**src/verilog/pmsc_pkg.sv**
```systemverilog
// Purpose: constants and types for the power monitor two-wire command port
// Assumes: 125 MHz system clock, bus clock sampled as plain input
// Notes: slave address is a parameter of the top module
//
// Function
// - Result is 16-bit two's complement: +FS 4000h, -FS C000h, zero 0000h.
// - Bit 15 is sign, nine magnitude bits follow, point over low six bits.
// - The six low bits of every returned measurement word are zero.
// - One measurement register holds only the quantity last selected.
// - All three measurement read commands return the same register.
// - Direction bit is 0 for write, 1 for read; ack is 0, nack is 1.
// - A config write is address, command, low byte, high byte, each acked.
// - Config read: D0h, repeated start, low byte acked, high byte nacked.
// - Voltage read command is 8Bh, valid when the select field is 01.
// - Current read command is 8Ch, valid when the select field is 10.
// - Power read command is 96h, valid when the select field is 00.
// - Select field in bits 7:6 picks 00 power, 01 voltage, 10 current.
// - A config change shows in the result only after pending work ends; the code drops results of the old kind as soon as cfg_r changes.
package pmsc_pkg;
    localparam logic [7:0] PMSC_CONFIG_WORD_CMD = 8'hD0;
    localparam logic [7:0] PMSC_VOLTAGE_READ_CMD = 8'h8B;
    localparam logic [7:0] PMSC_CURRENT_READ_CMD = 8'h8C;
    localparam logic [7:0] PMSC_POWER_READ_CMD = 8'h96;
    localparam logic [15:0] PMSC_CONFIG_RESET = 16'h0000;
    localparam logic [15:0] PMSC_MEAS_RESET = 16'h0000;
    localparam int PMSC_SEL_HI = 7;
    localparam int PMSC_SEL_LO = 6;
    localparam int PMSC_PAD_BITS = 6;
    localparam logic [1:0] PMSC_SEL_POWER = 2'h0;
    localparam logic [1:0] PMSC_SEL_VOLTAGE = 2'h1;
    localparam logic [1:0] PMSC_SEL_CURRENT = 2'h2;
    localparam logic [3:0] PMSC_BIT_LAST = 4'h7;
    localparam logic [6:0] PMSC_ADDR_DEFAULT = 7'h40;

    typedef enum logic [3:0] {
        PMSC_IDLE = 4'b0000,
        PMSC_ADDR = 4'b0001,
        PMSC_ADDR_ACK = 4'b0010,
        PMSC_RX = 4'b0011,
        PMSC_RX_ACK = 4'b0100,
        PMSC_TX = 4'b0101,
        PMSC_TX_ACK = 4'b0110,
        PMSC_WAIT = 4'b0111
    } pmsc_state_e;

    // Sampled two-wire line condition
    typedef struct packed {
        logic scl_rise;
        logic scl_fall;
        logic start;
        logic stop;
        logic sda;
        logic scl;
    } pmsc_line_s;
endpackage

```
**src/verilog/pmsc_cmd_port.sv**
```systemverilog
// Purpose: slave command port holding config word and measurement register
// Assumes: measurement source gives a valid strobe with a 10-bit value
// Notes: sda is open drain; sda_oe_out high pulls the line low
`timescale 1ns/1ps
`default_nettype none
module pmsc_cmd_port #(
    parameter logic [6:0] SLAVE_ADDR = pmsc_pkg::PMSC_ADDR_DEFAULT
) (
    input wire logic clk_in,
    input wire logic reset_n_in,
    input wire logic scl_in,
    input wire logic sda_in,
    input wire logic meas_valid_in,
    input wire logic [9:0] meas_value_in,
    input wire logic [1:0] meas_kind_in,
    output logic sda_out,
    output logic sda_oe_out,
    output logic [15:0] config_out,
    output logic [15:0] meas_out
);
    pmsc_pkg::pmsc_line_s line;
    pmsc_pkg::pmsc_state_e state_r, state_nxt;
    logic [7:0] shift_r, shift_nxt;
    logic [3:0] bitcnt_r, bitcnt_nxt;
    logic [7:0] cmd_r, cmd_nxt;
    logic [1:0] bytecnt_r, bytecnt_nxt;
    logic rd_r, rd_nxt;
    logic [15:0] cfg_r, cfg_nxt;
    logic [7:0] cfg_lo_r, cfg_lo_nxt;
    logic [15:0] meas_r, meas_nxt;
    logic [15:0] snap_r, snap_nxt;
    logic oe_r, oe_nxt;
    logic [7:0] rx_byte;
    logic [15:0] tx_word;

    pmsc_line_sync u_sync (
        .clk_in(clk_in),
        .reset_n_in(reset_n_in),
        .scl_in(scl_in),
        .sda_in(sda_in),
        .line_out(line)
    );

    assign rx_byte = {shift_r[6:0], line.sda};
    // Config reads return the config word, measurement reads the snapshot;
    // unknown codes fall back to the snapshot rather than a made-up value
    always_comb begin
        case (cmd_r)
            pmsc_pkg::PMSC_CONFIG_WORD_CMD: tx_word = cfg_r;
            pmsc_pkg::PMSC_VOLTAGE_READ_CMD: tx_word = snap_r;
            pmsc_pkg::PMSC_CURRENT_READ_CMD: tx_word = snap_r;
            pmsc_pkg::PMSC_POWER_READ_CMD: tx_word = snap_r;
            default: tx_word = snap_r;
        endcase
    end

    // Measurement register: only results matching the live selection land,
    // so pending results of the old kind are dropped as soon as the config changes
    always_comb begin
        meas_nxt = meas_r;
        if (meas_valid_in && meas_kind_in ==
            cfg_r[pmsc_pkg::PMSC_SEL_HI:pmsc_pkg::PMSC_SEL_LO]) begin
            meas_nxt = {meas_value_in,
                {pmsc_pkg::PMSC_PAD_BITS{1'b0}}};
        end
    end

    always_comb begin
        state_nxt = state_r;
        shift_nxt = shift_r;
        bitcnt_nxt = bitcnt_r;
        cmd_nxt = cmd_r;
        bytecnt_nxt = bytecnt_r;
        rd_nxt = rd_r;
        cfg_nxt = cfg_r;
        cfg_lo_nxt = cfg_lo_r;
        snap_nxt = snap_r;
        oe_nxt = oe_r;
        if (line.stop) begin
            state_nxt = pmsc_pkg::PMSC_IDLE;
            oe_nxt = 1'b0;
        end else if (line.start) begin
            state_nxt = pmsc_pkg::PMSC_ADDR;
            bitcnt_nxt = 4'h0;
            oe_nxt = 1'b0;
        end else begin
            case (state_r)
                pmsc_pkg::PMSC_IDLE: begin
                    oe_nxt = 1'b0;
                end
                pmsc_pkg::PMSC_ADDR, pmsc_pkg::PMSC_RX: begin
                    if (line.scl_rise) begin
                        shift_nxt = rx_byte;
                        bitcnt_nxt = bitcnt_r + 4'h1;
                    end
                    if (line.scl_fall && bitcnt_r == 4'h8) begin
                        bitcnt_nxt = 4'h0;
                        if (state_r == pmsc_pkg::PMSC_ADDR) begin
                            if (shift_r[7:1] == SLAVE_ADDR) begin
                                rd_nxt = shift_r[0];
                                oe_nxt = 1'b1;
                                bytecnt_nxt = 2'h0;
                                state_nxt = pmsc_pkg::PMSC_ADDR_ACK;
                                // Whole-word capture at read start
                                if (shift_r[0]) begin
                                    snap_nxt = meas_r;
                                end
                            end else begin
                                state_nxt = pmsc_pkg::PMSC_WAIT;
                            end
                        end else begin
                            oe_nxt = 1'b1;
                            state_nxt = pmsc_pkg::PMSC_RX_ACK;
                            if (bytecnt_r == 2'h0) begin
                                cmd_nxt = shift_r;
                            end else if (bytecnt_r == 2'h1) begin
                                cfg_lo_nxt = shift_r;
                            end else if (bytecnt_r == 2'h2 &&
                                cmd_r == pmsc_pkg::PMSC_CONFIG_WORD_CMD) begin
                                cfg_nxt = {shift_r, cfg_lo_r};
                            end
                            if (bytecnt_r != 2'h3) begin
                                bytecnt_nxt = bytecnt_r + 2'h1;
                            end
                        end
                    end
                end
                pmsc_pkg::PMSC_ADDR_ACK, pmsc_pkg::PMSC_RX_ACK: begin
                    if (line.scl_fall) begin
                        if (rd_r && state_r == pmsc_pkg::PMSC_ADDR_ACK) begin
                            // Low byte first
                            shift_nxt = tx_word[7:0];
                            oe_nxt = ~tx_word[7];
                            state_nxt = pmsc_pkg::PMSC_TX;
                        end else begin
                            oe_nxt = 1'b0;
                            state_nxt = pmsc_pkg::PMSC_RX;
                        end
                    end
                end
                pmsc_pkg::PMSC_TX: begin
                    if (line.scl_fall) begin
                        if (bitcnt_r == pmsc_pkg::PMSC_BIT_LAST) begin
                            bitcnt_nxt = 4'h0;
                            oe_nxt = 1'b0;
                            state_nxt = pmsc_pkg::PMSC_TX_ACK;
                        end else begin
                            shift_nxt = {shift_r[6:0], 1'b0};
                            oe_nxt = ~shift_r[6];
                            bitcnt_nxt = bitcnt_r + 4'h1;
                        end
                    end
                end
                pmsc_pkg::PMSC_TX_ACK: begin
                    if (line.scl_rise) begin
                        // Master nack ends the read
                        if (line.sda || bytecnt_r != 2'h0) begin
                            state_nxt = pmsc_pkg::PMSC_WAIT;
                        end else begin
                            bytecnt_nxt = 2'h1;
                            shift_nxt = tx_word[15:8];
                        end
                    end
                    if (line.scl_fall && state_r == pmsc_pkg::PMSC_TX_ACK &&
                        bytecnt_r == 2'h1) begin
                        oe_nxt = ~shift_r[7];
                        state_nxt = pmsc_pkg::PMSC_TX;
                    end
                end
                pmsc_pkg::PMSC_WAIT: begin
                    oe_nxt = 1'b0;
                end
                default: begin
                    state_nxt = pmsc_pkg::PMSC_IDLE;
                    oe_nxt = 1'b0;
                end
            endcase
        end
    end

    always_ff @(posedge clk_in) begin
        if (!reset_n_in) begin
            state_r <= pmsc_pkg::PMSC_IDLE;
            shift_r <= 8'h00;
            bitcnt_r <= 4'h0;
            cmd_r <= 8'h00;
            bytecnt_r <= 2'h0;
            rd_r <= 1'b0;
            cfg_r <= pmsc_pkg::PMSC_CONFIG_RESET;
            cfg_lo_r <= 8'h00;
            meas_r <= pmsc_pkg::PMSC_MEAS_RESET;
            snap_r <= pmsc_pkg::PMSC_MEAS_RESET;
            oe_r <= 1'b0;
        end else begin
            state_r <= state_nxt;
            shift_r <= shift_nxt;
            bitcnt_r <= bitcnt_nxt;
            cmd_r <= cmd_nxt;
            bytecnt_r <= bytecnt_nxt;
            rd_r <= rd_nxt;
            cfg_r <= cfg_nxt;
            cfg_lo_r <= cfg_lo_nxt;
            meas_r <= meas_nxt;
            snap_r <= snap_nxt;
            oe_r <= oe_nxt;
        end
    end

    assign sda_out = 1'b0;
    assign sda_oe_out = oe_r;
    assign config_out = cfg_r;
    assign meas_out = meas_r;
endmodule
`default_nettype wire

```
**src/verilog/pmsc_line_sync.sv**
```systemverilog
// Purpose: synchronise the bus pins and find edges and start/stop
// Assumes: pins are asynchronous to clk_in
// Notes: first flops feed only the second flops
`timescale 1ns/1ps
`default_nettype none
module pmsc_line_sync (
    input wire logic clk_in,
    input wire logic reset_n_in,
    input wire logic scl_in,
    input wire logic sda_in,
    output var pmsc_pkg::pmsc_line_s line_out
);
    logic [1:0] scl_s_r, scl_s_nxt;
    logic [1:0] sda_s_r, sda_s_nxt;
    logic scl_d_r, scl_d_nxt;
    logic sda_d_r, sda_d_nxt;

    always_comb begin
        scl_s_nxt = {scl_s_r[0], scl_in};
        sda_s_nxt = {sda_s_r[0], sda_in};
        scl_d_nxt = scl_s_r[1];
        sda_d_nxt = sda_s_r[1];
    end

    always_ff @(posedge clk_in) begin
        if (!reset_n_in) begin
            scl_s_r <= 2'h3;
            sda_s_r <= 2'h3;
            scl_d_r <= 1'b1;
            sda_d_r <= 1'b1;
        end else begin
            scl_s_r <= scl_s_nxt;
            sda_s_r <= sda_s_nxt;
            scl_d_r <= scl_d_nxt;
            sda_d_r <= sda_d_nxt;
        end
    end

    always_comb begin
        line_out.scl = scl_d_r;
        line_out.sda = sda_d_r;
        line_out.scl_rise = scl_s_r[1] & ~scl_d_r;
        line_out.scl_fall = ~scl_s_r[1] & scl_d_r;
        line_out.start = scl_d_r & scl_s_r[1] & sda_d_r & ~sda_s_r[1];
        line_out.stop = scl_d_r & scl_s_r[1] & ~sda_d_r & sda_s_r[1];
    end
endmodule
`default_nettype wire

```
**config.mk**
```make
export PLATFORM = sky130hd
export DESIGN_NAME = pmsc_cmd_port
export DESIGN_NICKNAME = d
export VERILOG_FILES = /design/src/verilog/pmsc_pkg.sv /design/src/verilog/pmsc_cmd_port.sv /design/src/verilog/pmsc_line_sync.sv
export SDC_FILE = /design/constraint.sdc
export NUM_CORES = 1
export LEC_CHECK = 0
export BUFFER_PORTS_ARGS = -buffer_cell sky130_fd_sc_hd__buf_2
export CORE_MARGIN = 4
export CORE_UTILIZATION = 30
export DETAILED_ROUTE_END_ITERATION = 6
export PLACE_DENSITY_LB_ADDON = 0.3
export SLEW_MARGIN = 20
export SYNTH_ARGS = -nofsm -noshare
export SYNTH_HDL_FRONTEND = slang
export SYNTH_SLANG_ARGS = --single-unit
```
**constraint.sdc**
```tcl
create_clock -name clk_in -period 2.5 [get_ports clk_in]
set_input_delay 0.75 -clock clk_in [delete_from_list [all_inputs] [get_ports clk_in]]
set_output_delay 0.75 -clock clk_in [all_outputs]
set_load 0.01 [all_outputs]
```
==> summary.txt <==
Floorplan
  • Die area: 0.0147 mm^2
  • Die H: 121 um
  • IO Pins: 51
  • Site Rows: 41
  • Die W: 121 um
  • Initial Util: 30.5%
  • Core ar.: 0.0126 mm^2

Timing
  • Final-report hold violation count: 0
  • Slew margin rel.: 56.2%
  • FMAX: 0.450 GHz
  • Crit share post-route: 88.8%
  • Actual slew at the worst max-slew pin: 0.656 ns
  • Final-report setup violation count: 0
  • Clk_skew: 0.0109 ns
  • Final setup TNS: 0 ns
  • Post-layout min period: 2.22 ns
  • RSZ-0062 raised after global routing: false
  • Max-slew violations: 0

Drt
  • Routed vias: 3241
  • Drt total wl: 9.67 mm
  • Vias per cell: 5.02
  • Wire per inst: 15.0 um
  • # DRC: 0
  • Drt pass-1 iters: 4
  • Post-route ant nets: 0
  • DRT iter0 DRCs: 374

GRT
  • Total track usage: 13.6%
  • First-pass GRT wire length: 15.9 mm
  • Initial antenna violation count: 0
  • Overflow left after global routing: 0
  • Number of global-route vias before repair: 3087
  • Largest net degree at the start of global routing: 61

CTS
  • CTS hold repair buffers: 0
  • CTS Buf Count: 9
  • PostCTS Resize Cnt: 0
  • CTS tree: built
  • Clock transition at path regs: 0.06 ns
  • Clk Latency, worst-skew pair: 0.34 ns
  • H-tree Lvls: 3
  • CTS root buf: clkbuf_16
  • Clock Path Buffers: 2
  • Clk sinks: 77
  • Post-CTS setup buffers: 0

Critical path
  • Worst EP arrival: 2.47 ns
  • Slowest-stage cell, CP: dfxtp_1
  • Crit-path max cell delay: 0.51 ns
  • Crit path max fanout: 20
  • Crit path required time: 2.75 ns
  • Startpoint Class: flip-flop
  • Crit end category: flip-flop
  • Critical setup path kind: reg -> reg
  • CP cell instances: and3b_1 > a21o_1 > a211oi_2 > a21oi_1 > a311oi_1

Layout
  • N_diodes: 0
  • P&R area growth vs syn: 16.3%
  • Post-route insts no fill: 646
  • Fin nets: 492
  • Fill count: 1294
  • Most common cell after layout, fill and taps aside: dfxtp_1
  • Layout cells sized above 1: 17.7%
  • Most frequent cells in the layout: 77 x dfxtp_1, 58 x nor2_1, 47 x mux2i_1, 43 x buf_2, 38 x nand2_1

Placed design
  • Placed cell count: 630
  • GP Congestion: 0.880
  • Input/output buffers: 43
  • Placed wire-length estimate: 6.95 mm

Power and ir drop
  • Flop pwr share: 47.9%
  • Net Sw Power: 0.618 mW
  • Maximum vdd drop: 396 uV
  • Clock power frac: 47.4%
  • Sw frac: 23.4%
  • P_int: 2.02 mW
  • PwrDens: 593 mW/mm^2
  • Logic pwr share: 4.7%
  • Leakage power: 1.97 nW

Synth
  • Synth warn: 0
  • Seq cells post-synth: 77
  • Register area share after synthesis: 40.2%
  • Largest area contributor in the netlist: dfxtp_1
  • Top-area cell type share of the netlist area: 40.2%
  • Mapped Cells: 432
  • Dominant synthesized flop cell: dfxtp_1
  • Post-Syn Area per Cell: 8.87 um^2
  • Distinct cell type count after synthesis: 63
  • Synth area leaders: dfxtp_1 40%, mux2i_1 12%, nor2_1 5.7%
  • Post-synth ARST share: 0%
  • Post-synth EDFFs: 0
  • Post-Syn Area: 0.00383 mm^2

Min path
  • Hold Crit Class: reg -> reg

Run status
  • Outcome: complete, no violations

Job
  • Max cap viols: 0
==> worst max-delay path: cells and delay by family, from the launching register on <==
family / cells / cell delay (ns)
AOI/OAI and AO/OA: 4 / 1.16
DFF: 1 / 0.51
and+or+nand+nor: 1 / 0.46
==> power by group through the flow <==
stage	registers (mW)	logic, mW	clock network [mW]
5_1_grt	1.27	0.139	1.32
3_3_place_gp	1.29	0.124	0
4_1_cts	1.26	0.125	1.28
2_1_floorplan	1.29	0.0937	0
3_5_place_dp	1.29	0.125	0
6_report	1.26	0.125	1.25
==> kinds of logic (layout without fill, tap and decap cells) <==
family	count (synthesis)	count (layout)	synth area share [%]
simple gates	162	162	22.1
flops	77	77	40.2
mux	52	52	13.7
fa+ha+maj	7	7	2.22
compound gates	89	89	15.4
other cells	1	7	0.0978
xor+xnor	3	3	0.686
buf+inv	41	77	5.55
==> final timing paths <==
path                startpoint                 to  slack (ns)  cells past startpoint
max                 state_r[1]         shift_r[3]        0.28                      5
min          u_sync.sda_s_r[0]  u_sync.sda_s_r[1]        0.41                      1
max reg2reg         state_r[1]         shift_r[3]        0.28                      5
min reg2reg  u_sync.sda_s_r[0]  u_sync.sda_s_r[1]        0.41                      1
==> registers in the layout, summed over array words and instances (netlist names), 3 cells and up <==
signal,count
shift_r,8
cfg_lo_r,8
bitcnt_r,4
state_r,3
cmd_r,8
snap_r,10
config_out,16
meas_out,10
==> metal layers <==
layer,track usage [%],part of all wire [%]
met4,5.17,1.5
met2,19.8,43
met3,3.36,6.7
met5,0,0
met1,19.2,49
==> layout make-up <==
cell class | instances | area [um^2] | share of cell area [%]
Multi-Input combinational cell | 320 | 2100 | 47.2
Sequential cell | 77 | 1540 | 34.6
Timing Repair Buffer | 51 | 275 | 6.17
Clock buffer | 12 | 256 | 5.75
Tap cell | 172 | 215 | 4.83
Inverter | 10 | 37.5 | 0.842
Clock inverter | 4 | 30.0 | 0.674
==> metrics by stage <==
step / power (mW) / hold WS (ns) / util, % / setup WS [ns] / area, um^2
2_1_floorplan: 1.38 / 0.386 / - / 0.604 / 3860
3_3_place_gp: 1.41 / 0.392 / 33.2 / 0.335 / 4170
3_5_place_dp: 1.42 / 0.394 / 33.2 / 0.301 / 4170
4_1_cts: 2.67 / 0.408 / 35.5 / 0.286 / 4460
5_1_grt: 2.73 / 0.421 / 35.5 / 0.0783 / 4460
6_report: 2.64 / 0.409 / 35.5 / 0.280 / 4460
==> cell usage after synthesis, types with 3 or more instances <==
| cell type | n |
|---|---|
| a21boi_0 | 3 |
| and4b_1 | 3 |
| clkbuf_1 | 13 |
| nor3_1 | 6 |
| buf_4 | 7 |
| nand3b_1 | 4 |
| a21o_1 | 3 |
| nand3_1 | 7 |
| o211ai_1 | 4 |
| inv_1 | 9 |
| nand4_1 | 5 |
| a311oi_1 | 6 |
| or3_1 | 3 |
| mux2i_1 | 47 |
| buf_2 | 7 |
| a21oi_1 | 31 |
| xnor2_1 | 3 |
| o22ai_1 | 4 |
| a31oi_1 | 6 |
| mux2_2 | 5 |
| nor2_1 | 58 |
| nand2_1 | 38 |
| nor2b_1 | 6 |
| nand2b_1 | 10 |
| a22oi_1 | 6 |
| dfxtp_1 | 77 |
| o21ai_0 | 9 |
| ha_1 | 6 |
Note: power is estimated with default switching activity, not from simulation.
